## config.mk

```make
export PLATFORM = sky130hd
export DESIGN_NAME = fpp_top
export DESIGN_NICKNAME = d
export VERILOG_FILES = /design/src/rtl/fpp_pkg.sv /design/src/rtl/fpp_sync.sv /design/src/rtl/fpp_top.sv
export VERILOG_INCLUDE_DIRS = /design/src /design/src/rtl
export SDC_FILE = /design/constraint.sdc
export NUM_CORES = 2
export LEC_CHECK = 0
export BUFFER_PORTS_ARGS = -buffer_cell sky130_fd_sc_hd__buf_2
export CAP_MARGIN = 20
export CORE_MARGIN = 2
export CORE_UTILIZATION = 68
export DETAILED_ROUTE_END_ITERATION = 8
export PLACE_DENSITY_LB_ADDON = 0.05
export SYNTH_ARGS = -nofsm -noshare
export SYNTH_HDL_FRONTEND = slang
export SYNTH_SLANG_ARGS = --single-unit
```

## constraint.sdc

```tcl
create_clock -name i_clk -period 15.9 [get_ports i_clk]
set_clock_uncertainty 0.15 [all_clocks]
set_input_delay 3.18 -clock i_clk [delete_from_list [all_inputs] [get_ports i_clk]]
set_output_delay 3.18 -clock i_clk [all_outputs]
set_load 0.01 [all_outputs]
```

## src/rtl/fpp_defines.svh

```systemverilog
// constants for the flash page programming block
`ifndef FPP_DEFINES_SVH
`define FPP_DEFINES_SVH
`define FPP_FLASH_AW 13
`define FPP_PAGE_WBITS 6
`define FPP_EE_AW 9
`define FPP_XA_ADDR 2'b00
`define FPP_XA_DATA 2'b01
`define FPP_XA_CMD 2'b10
`define FPP_CMD_NOP 8'h00
`define FPP_CMD_READ_CAL 8'h08
`define FPP_CMD_WRITE_FLASH 8'h10
`define FPP_CMD_CHIP_ERASE 8'h80
`define FPP_CAL_ADDR_LO 8'h00
`define FPP_ERASED_BYTE 8'hFF
`define FPP_ERASED_WORD 16'hFFFF
`define FPP_CAL_DEFAULT 8'h80
`define FPP_SPI_LAST_BIT 6'h1F
`define FPP_SPI_READ_BIT 6'h17
`define FPP_SI_ENABLE 8'hAC
`define FPP_SI_ENABLE2 8'h53
`define FPP_SI_ERASE2 8'h80
`define FPP_SI_LOAD_LO 8'h40
`define FPP_SI_LOAD_HI 8'h48
`define FPP_SI_WRITE_PAGE 8'h4C
`define FPP_SI_WRITE_EE 8'hC0
`define FPP_SI_READ_EE 8'hA0
`define FPP_SI_READ_CAL 8'h38
`endif

```

## src/rtl/fpp_pkg.sv

```systemverilog
// types for the flash page programming block
package fpp_pkg;
   typedef logic [7:0] fpp_byte_t;
   typedef enum logic [2:0] {ST_IDLE, ST_PROG, ST_ERASE, ST_EE_ERASE, ST_EE_WRITE} fpp_state_t;
endpackage

```

## src/rtl/fpp_sync.sv

```systemverilog
// two flip-flop synchroniser for a group of pin inputs
`timescale 1ns/10ps
module fpp_sync #(
   parameter int W = 1
) (
   input wire logic i_clk,
   input wire logic i_rst,
   input wire logic [W-1:0] i_async,
   output logic [W-1:0] o_sync
);
   logic [W-1:0] meta_q;

   always_ff @(posedge i_clk or posedge i_rst) begin
      if (i_rst) begin
         meta_q <= '0;
         o_sync <= '0;
      end else begin
         meta_q <= i_async;
         o_sync <= meta_q;
      end
   end
endmodule

```

## src/rtl/fpp_top.sv

```systemverilog
// device-side flash/eeprom programming sequencer, parallel and serial paths
// Behaviour
// - large variant: 64-word pages, word from address bits 5:0, page from 12:6.
// - low address bits pick the word, upper bits pick the page on page write.
// - write strobe low pulse programs the buffered page; ready/busy low until done.
// - no-operation command loaded with load-select 10 resets the internal write state.
// - calibration command, address 0x00, output enable low, byte-select high drives calibration.
// - while the reset pin is low, flash and eeprom are programmed over serial pins.
// - serial eeprom writes erase the byte automatically before writing it.
// - chip erase sets every flash word to 0xFFFF and every eeprom byte to 0xFF.
// - calibration byte is copied into the oscillator trim register once reset is released, and again while the reset pin is low.
`timescale 1ns/10ps
`include "fpp_defines.svh"
module fpp_top #(
   parameter int FLASH_AW = `FPP_FLASH_AW,
   parameter int PAGE_WBITS = `FPP_PAGE_WBITS,
   parameter int EE_AW = `FPP_EE_AW,
   parameter logic [7:0] CAL_BYTE = `FPP_CAL_DEFAULT
) (
   // clock and reset
   input wire logic i_clk,
   input wire logic i_rst,
   // parallel programming pins
   input wire logic i_strobe_clock_input,
   input wire logic i_load_select_hi,
   input wire logic i_load_select_lo,
   input wire logic i_byte_select,
   input wire logic i_wr_n,
   input wire logic i_oe_n,
   input wire fpp_pkg::fpp_byte_t i_data,
   output fpp_pkg::fpp_byte_t o_data,
   output logic o_data_oe_n,
   output logic o_ready_busy_out,
   // serial programming pins
   input wire logic i_reset_pin_n,
   input wire logic i_sck,
   input wire logic i_mosi,
   output logic o_miso,
   // oscillator trim
   output fpp_pkg::fpp_byte_t o_osc_trim_register
);
   import fpp_pkg::*;

   localparam int PAGE_WORDS = 1 << PAGE_WBITS;
   localparam int PG_W = FLASH_AW - PAGE_WBITS;

   logic [16:0] pins_s;
   logic strobe_s, xa_hi_s, xa_lo_s, bs_s, wr_n_s, oe_n_s, rstpin_n_s, sck_s, mosi_s;
   fpp_byte_t data_s;

   // every pin is asynchronous to i_clk, including the serial clock
   fpp_sync #(.W(17)) u_sync (
      .i_clk(i_clk),
      .i_rst(i_rst),
      .i_async({i_strobe_clock_input, i_load_select_hi, i_load_select_lo, i_byte_select,
                i_wr_n, i_oe_n, i_data, i_reset_pin_n, i_sck, i_mosi}),
      .o_sync(pins_s)
   );
   assign {strobe_s, xa_hi_s, xa_lo_s, bs_s, wr_n_s, oe_n_s, data_s, rstpin_n_s, sck_s, mosi_s}
      = pins_s;

   logic [15:0] flash_mem [0:(1<<FLASH_AW)-1];
   logic [7:0] ee_mem [0:(1<<EE_AW)-1];
   logic [7:0] pb_lo [0:PAGE_WORDS-1];
   logic [7:0] pb_hi [0:PAGE_WORDS-1];

   fpp_state_t state_q, state_d;
   logic strobe_p_q, strobe_p_d, wr_p_q, wr_p_d, sck_p_q, sck_p_d;
   fpp_byte_t cmd_q, cmd_d, dlo_q, dlo_d, dout_q, dout_d, trim_q, trim_d;
   fpp_byte_t sro_q, sro_d, eed_q, eed_d;
   logic [15:0] addr_q, addr_d;
   logic [FLASH_AW-1:0] cnt_q, cnt_d;
   logic [PG_W-1:0] page_q, page_d;
   logic [EE_AW-1:0] eea_q, eea_d;
   logic [31:0] sri_q, sri_d;
   logic [5:0] bit_q, bit_d;
   logic rdy_q, rdy_d, doe_n_q, doe_n_d, miso_q, miso_d;
   logic trim_ld_q, trim_ld_d, pen_q, pen_d;

   logic ser, strobe_rise, wr_fall, sck_rise, sck_fall;
   logic fl_we, ee_we, pb_we_lo, pb_we_hi;
   logic [FLASH_AW-1:0] fl_addr;
   logic [15:0] fl_wd;
   logic [EE_AW-1:0] ee_addr;
   fpp_byte_t ee_wd, pb_wlo, pb_whi;
   logic [PAGE_WBITS-1:0] pb_idx;

   assign ser = !rstpin_n_s;
   assign strobe_rise = strobe_s && !strobe_p_q;
   assign wr_fall = !wr_n_s && wr_p_q;
   assign sck_rise = sck_s && !sck_p_q;
   assign sck_fall = !sck_s && sck_p_q;

   always_comb begin
      state_d = state_q;
      strobe_p_d = strobe_s;
      wr_p_d = wr_n_s;
      sck_p_d = sck_s;
      cmd_d = cmd_q;
      dlo_d = dlo_q;
      addr_d = addr_q;
      cnt_d = cnt_q;
      page_d = page_q;
      eea_d = eea_q;
      eed_d = eed_q;
      sri_d = sri_q;
      bit_d = bit_q;
      sro_d = sro_q;
      miso_d = miso_q;
      pen_d = pen_q;
      dout_d = dout_q;
      doe_n_d = 1'b1;
      trim_ld_d = 1'b1;
      trim_d = trim_q;
      pb_we_lo = 1'b0;
      pb_we_hi = 1'b0;
      pb_idx = addr_q[PAGE_WBITS-1:0];
      pb_wlo = dlo_q;
      pb_whi = data_s;
      // trim register loads in the first cycle after reset, then reloads for as long as the reset pin is low
      if (!trim_ld_q || ser) begin
         trim_d = CAL_BYTE;
      end
      case (state_q)
         ST_PROG: begin
            if (cnt_q == FLASH_AW'(PAGE_WORDS - 1)) begin
               state_d = ST_IDLE;
            end else begin
               cnt_d = cnt_q + 1'b1;
            end
         end
         ST_ERASE: begin
            if (&cnt_q) begin
               state_d = ST_IDLE;
            end else begin
               cnt_d = cnt_q + 1'b1;
            end
         end
         ST_EE_ERASE: state_d = ST_EE_WRITE;
         ST_EE_WRITE: state_d = ST_IDLE;
         default: begin
            if (!ser && strobe_rise) begin
               case ({xa_hi_s, xa_lo_s})
                  `FPP_XA_ADDR: begin
                     if (bs_s) begin
                        addr_d[15:8] = data_s;
                     end else begin
                        addr_d[7:0] = data_s;
                     end
                  end
                  `FPP_XA_DATA: begin
                     if (bs_s) begin
                        pb_we_lo = 1'b1;
                        pb_we_hi = 1'b1;
                     end else begin
                        dlo_d = data_s;
                     end
                  end
                  // a no-operation command drops any pending write command
                  `FPP_XA_CMD: cmd_d = data_s;
                  default: ;
               endcase
            end else if (!ser && wr_fall) begin
               if (cmd_q == `FPP_CMD_WRITE_FLASH) begin
                  state_d = ST_PROG;
                  page_d = addr_q[FLASH_AW-1:PAGE_WBITS];
                  cnt_d = '0;
               end else if (cmd_q == `FPP_CMD_CHIP_ERASE) begin
                  state_d = ST_ERASE;
                  cnt_d = '0;
               end
            end
         end
      endcase
      if (!ser && !oe_n_s && bs_s && cmd_q == `FPP_CMD_READ_CAL
          && addr_q[7:0] == `FPP_CAL_ADDR_LO) begin
         dout_d = trim_q;
         doe_n_d = 1'b0;
      end
      if (!ser) begin
         bit_d = '0;
         pen_d = 1'b0;
         miso_d = 1'b0;
      end else if (sck_rise) begin
         sri_d = {sri_q[30:0], mosi_s};
         bit_d = bit_q + 1'b1;
         if (bit_q == `FPP_SPI_READ_BIT) begin
            if (sri_d[23:16] == `FPP_SI_READ_EE) begin
               sro_d = ee_mem[sri_d[EE_AW-1:0]];
            end else if (sri_d[23:16] == `FPP_SI_READ_CAL) begin
               sro_d = trim_q;
            end else begin
               sro_d = '0;
            end
         end
         if (bit_q == `FPP_SPI_LAST_BIT) begin
            bit_d = '0;
            if (sri_d[31:24] == `FPP_SI_ENABLE && sri_d[23:16] == `FPP_SI_ENABLE2) begin
               pen_d = 1'b1;
            end else if (pen_q && state_q == ST_IDLE) begin
               pb_idx = sri_d[PAGE_WBITS+7:8];
               pb_wlo = sri_d[7:0];
               pb_whi = sri_d[7:0];
               case (sri_d[31:24])
                  `FPP_SI_ENABLE: begin
                     if (sri_d[23:16] == `FPP_SI_ERASE2) begin
                        state_d = ST_ERASE;
                        cnt_d = '0;
                     end
                  end
                  `FPP_SI_LOAD_LO: pb_we_lo = 1'b1;
                  `FPP_SI_LOAD_HI: pb_we_hi = 1'b1;
                  `FPP_SI_WRITE_PAGE: begin
                     state_d = ST_PROG;
                     page_d = sri_d[FLASH_AW+7:PAGE_WBITS+8];
                     cnt_d = '0;
                  end
                  `FPP_SI_WRITE_EE: begin
                     state_d = ST_EE_ERASE;
                     eea_d = sri_d[EE_AW+7:8];
                     eed_d = sri_d[7:0];
                  end
                  default: ;
               endcase
            end
         end
      end else if (sck_fall) begin
         miso_d = sro_q[7];
         sro_d = {sro_q[6:0], 1'b0};
      end
      rdy_d = (state_d == ST_IDLE);
   end

   // array write ports
   always_comb begin
      fl_we = (state_q == ST_PROG) || (state_q == ST_ERASE);
      fl_addr = (state_q == ST_ERASE) ? cnt_q : {page_q, cnt_q[PAGE_WBITS-1:0]};
      fl_wd = (state_q == ST_ERASE) ? `FPP_ERASED_WORD
            : {pb_hi[cnt_q[PAGE_WBITS-1:0]], pb_lo[cnt_q[PAGE_WBITS-1:0]]};
      ee_we = 1'b0;
      ee_addr = eea_q;
      ee_wd = `FPP_ERASED_BYTE;
      if (state_q == ST_ERASE && cnt_q < FLASH_AW'(1 << EE_AW)) begin
         ee_we = 1'b1;
         ee_addr = cnt_q[EE_AW-1:0];
      end else if (state_q == ST_EE_ERASE) begin
         ee_we = 1'b1;
      end else if (state_q == ST_EE_WRITE) begin
         ee_we = 1'b1;
         ee_wd = eed_q;
      end
   end

   // arrays carry no reset; each entry is known only once a load, a write or a chip erase has set it
   always_ff @(posedge i_clk) begin
      if (fl_we) begin
         flash_mem[fl_addr] <= fl_wd;
      end
      if (ee_we) begin
         ee_mem[ee_addr] <= ee_wd;
      end
      if (pb_we_lo) begin
         pb_lo[pb_idx] <= pb_wlo;
      end
      if (pb_we_hi) begin
         pb_hi[pb_idx] <= pb_whi;
      end
   end

   always_ff @(posedge i_clk or posedge i_rst) begin
      if (i_rst) begin
         state_q <= ST_IDLE;
         strobe_p_q <= 1'b0;
         wr_p_q <= 1'b1;
         sck_p_q <= 1'b0;
         cmd_q <= `FPP_CMD_NOP;
         dlo_q <= '0;
         addr_q <= '0;
         cnt_q <= '0;
         page_q <= '0;
         eea_q <= '0;
         eed_q <= '0;
         sri_q <= '0;
         bit_q <= '0;
         sro_q <= '0;
         miso_q <= 1'b0;
         pen_q <= 1'b0;
         dout_q <= '0;
         doe_n_q <= 1'b1;
         rdy_q <= 1'b1;
         trim_ld_q <= 1'b0;
         trim_q <= '0;
      end else begin
         state_q <= state_d;
         strobe_p_q <= strobe_p_d;
         wr_p_q <= wr_p_d;
         sck_p_q <= sck_p_d;
         cmd_q <= cmd_d;
         dlo_q <= dlo_d;
         addr_q <= addr_d;
         cnt_q <= cnt_d;
         page_q <= page_d;
         eea_q <= eea_d;
         eed_q <= eed_d;
         sri_q <= sri_d;
         bit_q <= bit_d;
         sro_q <= sro_d;
         miso_q <= miso_d;
         pen_q <= pen_d;
         dout_q <= dout_d;
         doe_n_q <= doe_n_d;
         rdy_q <= rdy_d;
         trim_ld_q <= trim_ld_d;
         trim_q <= trim_d;
      end
   end

   assign o_data = dout_q;
   assign o_data_oe_n = doe_n_q;
   assign o_ready_busy_out = rdy_q;
   assign o_miso = miso_q;
   assign o_osc_trim_register = trim_q;
endmodule
```

-- After elaboration in Yosys (flattened, before gate mapping)
Memory sizes are Yosys's and may differ from the RTL's.
Cells that the tools add are included.
- flip-flop bits (word level): 138
- memories: 1
- ROM bits: 0
- output and inout bits: 19
- bits in latches: 0
- bits of input ports: 19
- RAM bits: 4096
- logic and storage cells: 142
- memories (memory ; words ; width ; rd ports ; clocked after Yosys merged registers in ; wr ports ; RTL line ; source):
    ee_mem ; 512 ; 8 ; 1 ; 0 ; 1 ; fpp_top.sv:63 ; logic [7:0] ee_mem [0:(1<<EE_AW)-1];
- bitwise logic cells: 4
- equal/unequal tests: 20
- reductions and logical operators: 40
- shifts and indexed selects: 0
- $lt $le $gt $ge: 1
- divide/modulo/power cells: 0
- $mul: 0
- multiplexer cells: 53
- add/sub/neg operators: 2
- operator list (cell ; number):
    13-bit 2-to-1 mux ; 12
    8-bit 2-to-1 mux ; 8
    8-bit equality test (second input constant) ; 5
    13-bit case mux with 3 select lines ; 1
    3-bit 2-to-1 mux ; 12
    13-bit case mux with 2 select lines ; 1
    6-bit 2-to-1 mux ; 3
    8-bit by 7-bit equality test with 1-bit output (second input constant) ; 2
    13-bit by 1-bit adder with 13-bit output (second input constant) ; 1
    13-bit by 6-bit equality test with 1-bit output (second input constant) ; 1
    1-bit logical AND ; 13
    13-bit by 10-bit less-than comparator with 1-bit output (second input constant) ; 1
    1-bit 2-to-1 mux ; 13
    13-bit AND reduction ; 1
    6-bit by 5-bit equality test with 1-bit output (second input constant) ; 2
    3-bit case mux with 4 select lines ; 1
    2-bit nonzero test ; 5
    9-bit 2-to-1 mux ; 1
    3-bit case mux with 3 select lines ; 1
    3-bit AND reduction ; 3
    8-bit by 4-bit equality test with 1-bit output (second input constant) ; 1
    8-bit by 5-bit equality test with 1-bit output (second input constant) ; 1
    8-bit by 6-bit equality test with 1-bit output (second input constant) ; 1
    8-bit zero test ; 1
    other kinds (16) ; 29

-- Longest topological paths before layout
- depth after elaboration: 14
- mapped depth: 16
- gate-level depth less buffers: 9

-- By module
Synthesis repeated with hierarchy kept, for this count alone.
- cell total of the unflattened synthesis: 8291
- area total of the unflattened synthesis: 166084.3 um2
- by module, submodules not included (module ; cells an instance ; area an instance (um2) ; times used ; seq. area each (um2)):
    fpp_top ; 8256 ; 165229.7 ; 1 ; 125604.2
    fpp_sync ; 35 ; 854.6 ; 1 ; 850.8

-- Worst setup path after synthesis
No wires, ideal clock.
- kind: flip-flop to flip-flop
- start point: register state_q[0]
- end point: memory ee_mem[0][0], data pin
- path slack: 6.714 ns
- buffers on the path: 2
- setup time: 1.597 ns
- required time: 14.153 ns
- arrival time: 7.438 ns
- period minus slack after synthesis: 9.186 ns
- stages on the path, launching flop included: 6
- cells stage by stage: dfrtp_1 -> clkbuf_1 -> nor2_1 -> and2_1 -> clkbuf_1 -> nand2b_1
- cells in the longest elaborated chain, start to end: 4
- elaborated cells on any way between the ends: 7
- classes of those cells: 3 x eq/ne; 3 x mux; 1 x reduce/logical
- RTL lines (what ; RTL line ; source):
    start: declaration ; fpp_top.sv:67 ; fpp_state_t state_q, state_d;
    start signal: assignment ; fpp_top.sv:294 ; state_q <= state_d;
    3-bit equality test ; fpp_top.sv:248 ; end else if (state_q == ST_EE_WRITE) begin
    8-bit 2-to-1 mux ; fpp_top.sv:248 ;
    8-bit 2-to-1 mux ; fpp_top.sv:246 ; end else if (state_q == ST_EE_ERASE) begin
    8-bit 2-to-1 mux * ; fpp_top.sv:243 ; if (state_q == ST_ERASE && cnt_q < FLASH_AW'(1 << EE_AW)) begin
    named net ee_wd[0] ; fpp_top.sv:85 ; fpp_byte_t ee_wd, pb_wlo, pb_whi;
    end: declaration ; fpp_top.sv:63 ;
Mark *: on every way through the listed nets, which the timed path passes. The rest lies on a longest branch.

-- Final worst setup path
- start point: register u_sync.o_sync[0]
- end point: register sro_q[3]
- cells in the longest elaborated chain, start to end: 4
- RTL lines (what ; RTL line ; source):
    start: declaration ; fpp_sync.sv:9 ; output logic [W-1:0] o_sync
    start signal: assignment ; fpp_sync.sv:19 ; o_sync <= meta_q;
    memory 512 x 8 bit ; -- ;
    8-bit 2-to-1 mux ; fpp_top.sv:188 ; if (sri_d[23:16] == `FPP_SI_READ_EE) begin
    8-bit 2-to-1 mux ; fpp_top.sv:187 ; if (bit_q == `FPP_SPI_READ_BIT) begin
    8-bit 2-to-1 mux ; fpp_top.sv:184 ; end else if (sck_rise) begin
    end signal: assignment ; fpp_top.sv:307 ; sro_q <= sro_d;
    end: declaration ; fpp_top.sv:70 ; fpp_byte_t sro_q, sro_d, eed_q, eed_d;
Every way passes these cells. The select of a mux whose other input is x is not followed.
A chain may end at the register's enable or synchronous reset.

==> results.ini <==
[drt]
ant_nets = 0
drt_first_pass_iters = 6
routed_wirelength_microns = 426000
via_per_inst = 7.17
drt-wirelength-per-cell_microns = 35.8
vias = 85200
drc = 0
drt-initial-drc-count = 12400

[logic_synthesis]
syn_inst = 8230
seq_area_frac_synth = 0.762
ys.flop_type = edfxtp_1
synth_edf_count = 4096
async_flop_share = 0.0326
netlist_area_sq_um = 166000
syn_area_per_cell_sq_um = 20.2
yosys_warnings = 0
ys_ff_latch = 4234
synth_cell_types = 89

[finish]
num-nets-final = 8368
fillers = 13400
area_growth_pct = 9.24
fin_area_sq_um = 181000
final_cells = 11900
drive_above_1_share = 0.185

[global_routing]
grt_pass1_vias = 83700
grt_max_degree = 215
overflow = 0
antenna_found_initial = 15
grt_use_total = 0.346
grt_pass1_wl_microns = 609000

[setup_path]
critPathArrivalTime_ns = 7.31
critPathMaxFanout = 43
endpoint_kind = flip-flop
crit_path_end = sro_q[3]$_DFFE_PP0P_
r2r_slack_ns = 9.26
path_class = reg2reg
timing.rr.end = sro_q[3]$_DFFE_PP0P_
crit_start = u_sync.o_sync[0]$_DFF_PP0_
critical_path.startpoint_type = flip-flop
r2r_cells = 11
r2r-start = u_sync.o_sync[0]$_DFF_PP0_
required_ns = 16.57

[timing]
max_freq_mhz = 151
drv_slew = 42
fin_ws_ns = 9.26
min_period_ns = 6.64
timing.final.crit_share = 0.417
slew_headroom = -0.0456
tightestPinTransition_ns = 1.57
setup-tns-final_ns = 0
hold_viol = 0
rsz0062_at_grt = no
finalSetupViolations = 0

[clock_tree]
clock_sinks = 4234
root_buffer = clkbuf_16
ctsHoldBuffers = 0
insertion_delay_ns = 0.99
postCtsSetupBuffers = 0
clkSlewWorstSetupHoldPaths_ns = 0.06
cts_tree = yes
cts_buffers = 418
cts_buffer_depth = 4
htree_num_levels = 5
cts_resized = 0

[floorplanning]
die_w_microns = 498
start_util = 0.683
num_rows = 181
die-area_sq_um = 248000
ioPinCount = 38
die_h_microns = 498
core-area_sq_um = 243000

[placed_design]
pre_cts_slack_ns = 9.30
numPlacedInstances = 11100
globalplace.congestion = 0.909
io_buffers = 23
placed_cell_area_sq_um = 168000
hpwlAfterDp_microns = 251000

[power_and_ir_drop]
total_leakage_power_nw = 68.2
ir_drop_mv = 0.121
power_density_nw_per_um2 = 134
p_total_mw = 24.2

[worst_hold_path]
hold_path.class = reg2reg

[run_status]
violations = max-slew violations
outcome = finished, violations left

[flow_run]
max-cap-violations = 0

-- sequential cells by signal (all words and copies together) (netlist names), 3 cells and up --
signal         flops
u_sync.meta_q     17
addr_q             8
sri_q             31
state_q            3
eea_q              9
cmd_q              8
sro_q              8
u_sync.o_sync     17
bit_q              6
cnt_q             13
eed_q              8
ee_mem          4096
-- worst max-delay path, stage by stage (launching register included) --
cell and delay (ns):
dfrtp_4 0.99, buf_4 0.79, buf_4 0.63, buf_4 0.71, buf_4 0.79, mux4_1 0.66, mux4_2 0.46, nor2_1 0.15
a31oi_1 0.10, a31oi_1 0.61, or4_1 0.21, o21ai_0 0.10
-- cells in the final DEF (no fill, tap or decap), types with 13 or more instances in the layout --
master     count
a2111oi_0     19
a211oi_1      96
a21oi_1      122
a221oi_1      13
a22oi_1      133
a31oi_1       26
and2_1        15
buf_12        17
buf_2         26
buf_4        155
bufinv_16     29
clkbuf_1     104
clkbuf_16    422
clkinv_1      82
clkinv_2      79
conb_1        15
dfrtp_1      129
edfxtp_1    4096
mux2_2        75
mux2i_1      515
mux4_1       107
mux4_2       699
nand2_1      214
nand2_4       16
nand2b_1      14
nand3_1       64
nand3b_1      16
nand4_1       30
nor2_1       603
nor3_1        62
nor4_1        30
o21ai_0      125
o221ai_1      98
o22ai_1      179
-- final cells by class --
type | count | area, sq um | area share
sequential | 4234 | 126000 | 0.698
multi-input combinational | 3472 | 36200 | 0.200
clock buffer | 533 | 11000 | 0.0609
tap | 3202 | 4010 | 0.0221
clock inverter | 209 | 1780 | 0.00980
timing repair buffer | 207 | 1740 | 0.00961
inverter | 14 | 67.6 | 0.000373
antenna | 11 | 27.5 | 0.000152
-- where the power goes --
group / total, mW / internal [mW] / switching, mW
combinational: 2.60 / 0.662 / 1.94
clock: 9.38 / 5.35 / 4.03
sequential: 12.3 / 12.1 / 0.111
total: 24.2 / 18.2 / 6.08
-- layer usage --
| layer | vias to the layer above | global-route usage | wire length, microns |
|---|---|---|---|
| met3 | 871 | 0.0836 | 51000 |
| met4 | 10 | 0.138 | 19600 |
| li1 | 34300 | - | - |
| met1 | 44500 | 0.496 | 155000 |
| met5 | - | 0 | 67 |
| met2 | 5626 | 0.525 | 200000 |
-- stage by stage --
step | hold WS, ns | util
3_5_place_dp | 0.185 | 0.693
2_1_floorplan | 0.181 | -
6_report | 0.187 | 0.746
4_1_cts | 0.198 | 0.746
3_3_place_gp | 0.186 | 0.693
5_1_grt | 0.199 | 0.746
-- cell families (layout without fill, tap and decap cells) --
family	Yosys count	count (layout)	share of synthesized area
compound gates	898	898	0.0369
simple gates	1153	1153	0.0305
fa+ha+maj	2	2	0.000151
buf+inv	537	963	0.0222
xor+xnor	8	8	0.000422
flops	4234	4234	0.762
other cells	2	26	0.0000452
mux	1396	1396	0.148
-- worst min-delay path by stage --
| stage | startpoint | to | slack [ns] | cells after the start |
|---|---|---|---|---|
| 5_1_grt | u_sync.meta_q[15]$_DFF_PP0_ | u_sync.o_sync[15]$_DFF_PP0_ | 0.20 | 0 |
| 2_1_floorplan | u_sync.meta_q[0]$_DFF_PP0_ | u_sync.o_sync[0]$_DFF_PP0_ | 0.18 | 0 |
| 3_3_place_gp | u_sync.meta_q[4]$_DFF_PP0_ | u_sync.o_sync[4]$_DFF_PP0_ | 0.19 | 0 |
| 6_report | u_sync.meta_q[15]$_DFF_PP0_ | u_sync.o_sync[15]$_DFF_PP0_ | 0.19 | 0 |
| 4_1_cts | u_sync.meta_q[5]$_DFF_PP0_ | u_sync.o_sync[5]$_DFF_PP0_ | 0.20 | 0 |
| 3_5_place_dp | u_sync.meta_q[5]$_DFF_PP0_ | u_sync.o_sync[5]$_DFF_PP0_ | 0.18 | 0 |
-- synth_stat cells, drive strengths merged (96+ instances only) --
master,number,area share
mux4,806,0.11
nor2,607,0.014
edfxtp,4096,0.74
nand2,232,0.0053
o22ai,179,0.0067
buf,292,0.016
dfrtp,135,0.020
a21oi,122,0.0037
mux2i,515,0.031
a22oi,133,0.0060
o221ai,100,0.0054
clkbuf,228,0.0057
o21ai,133,0.0040
a211oi,96,0.0043
(Power assumes the default switching activity.)
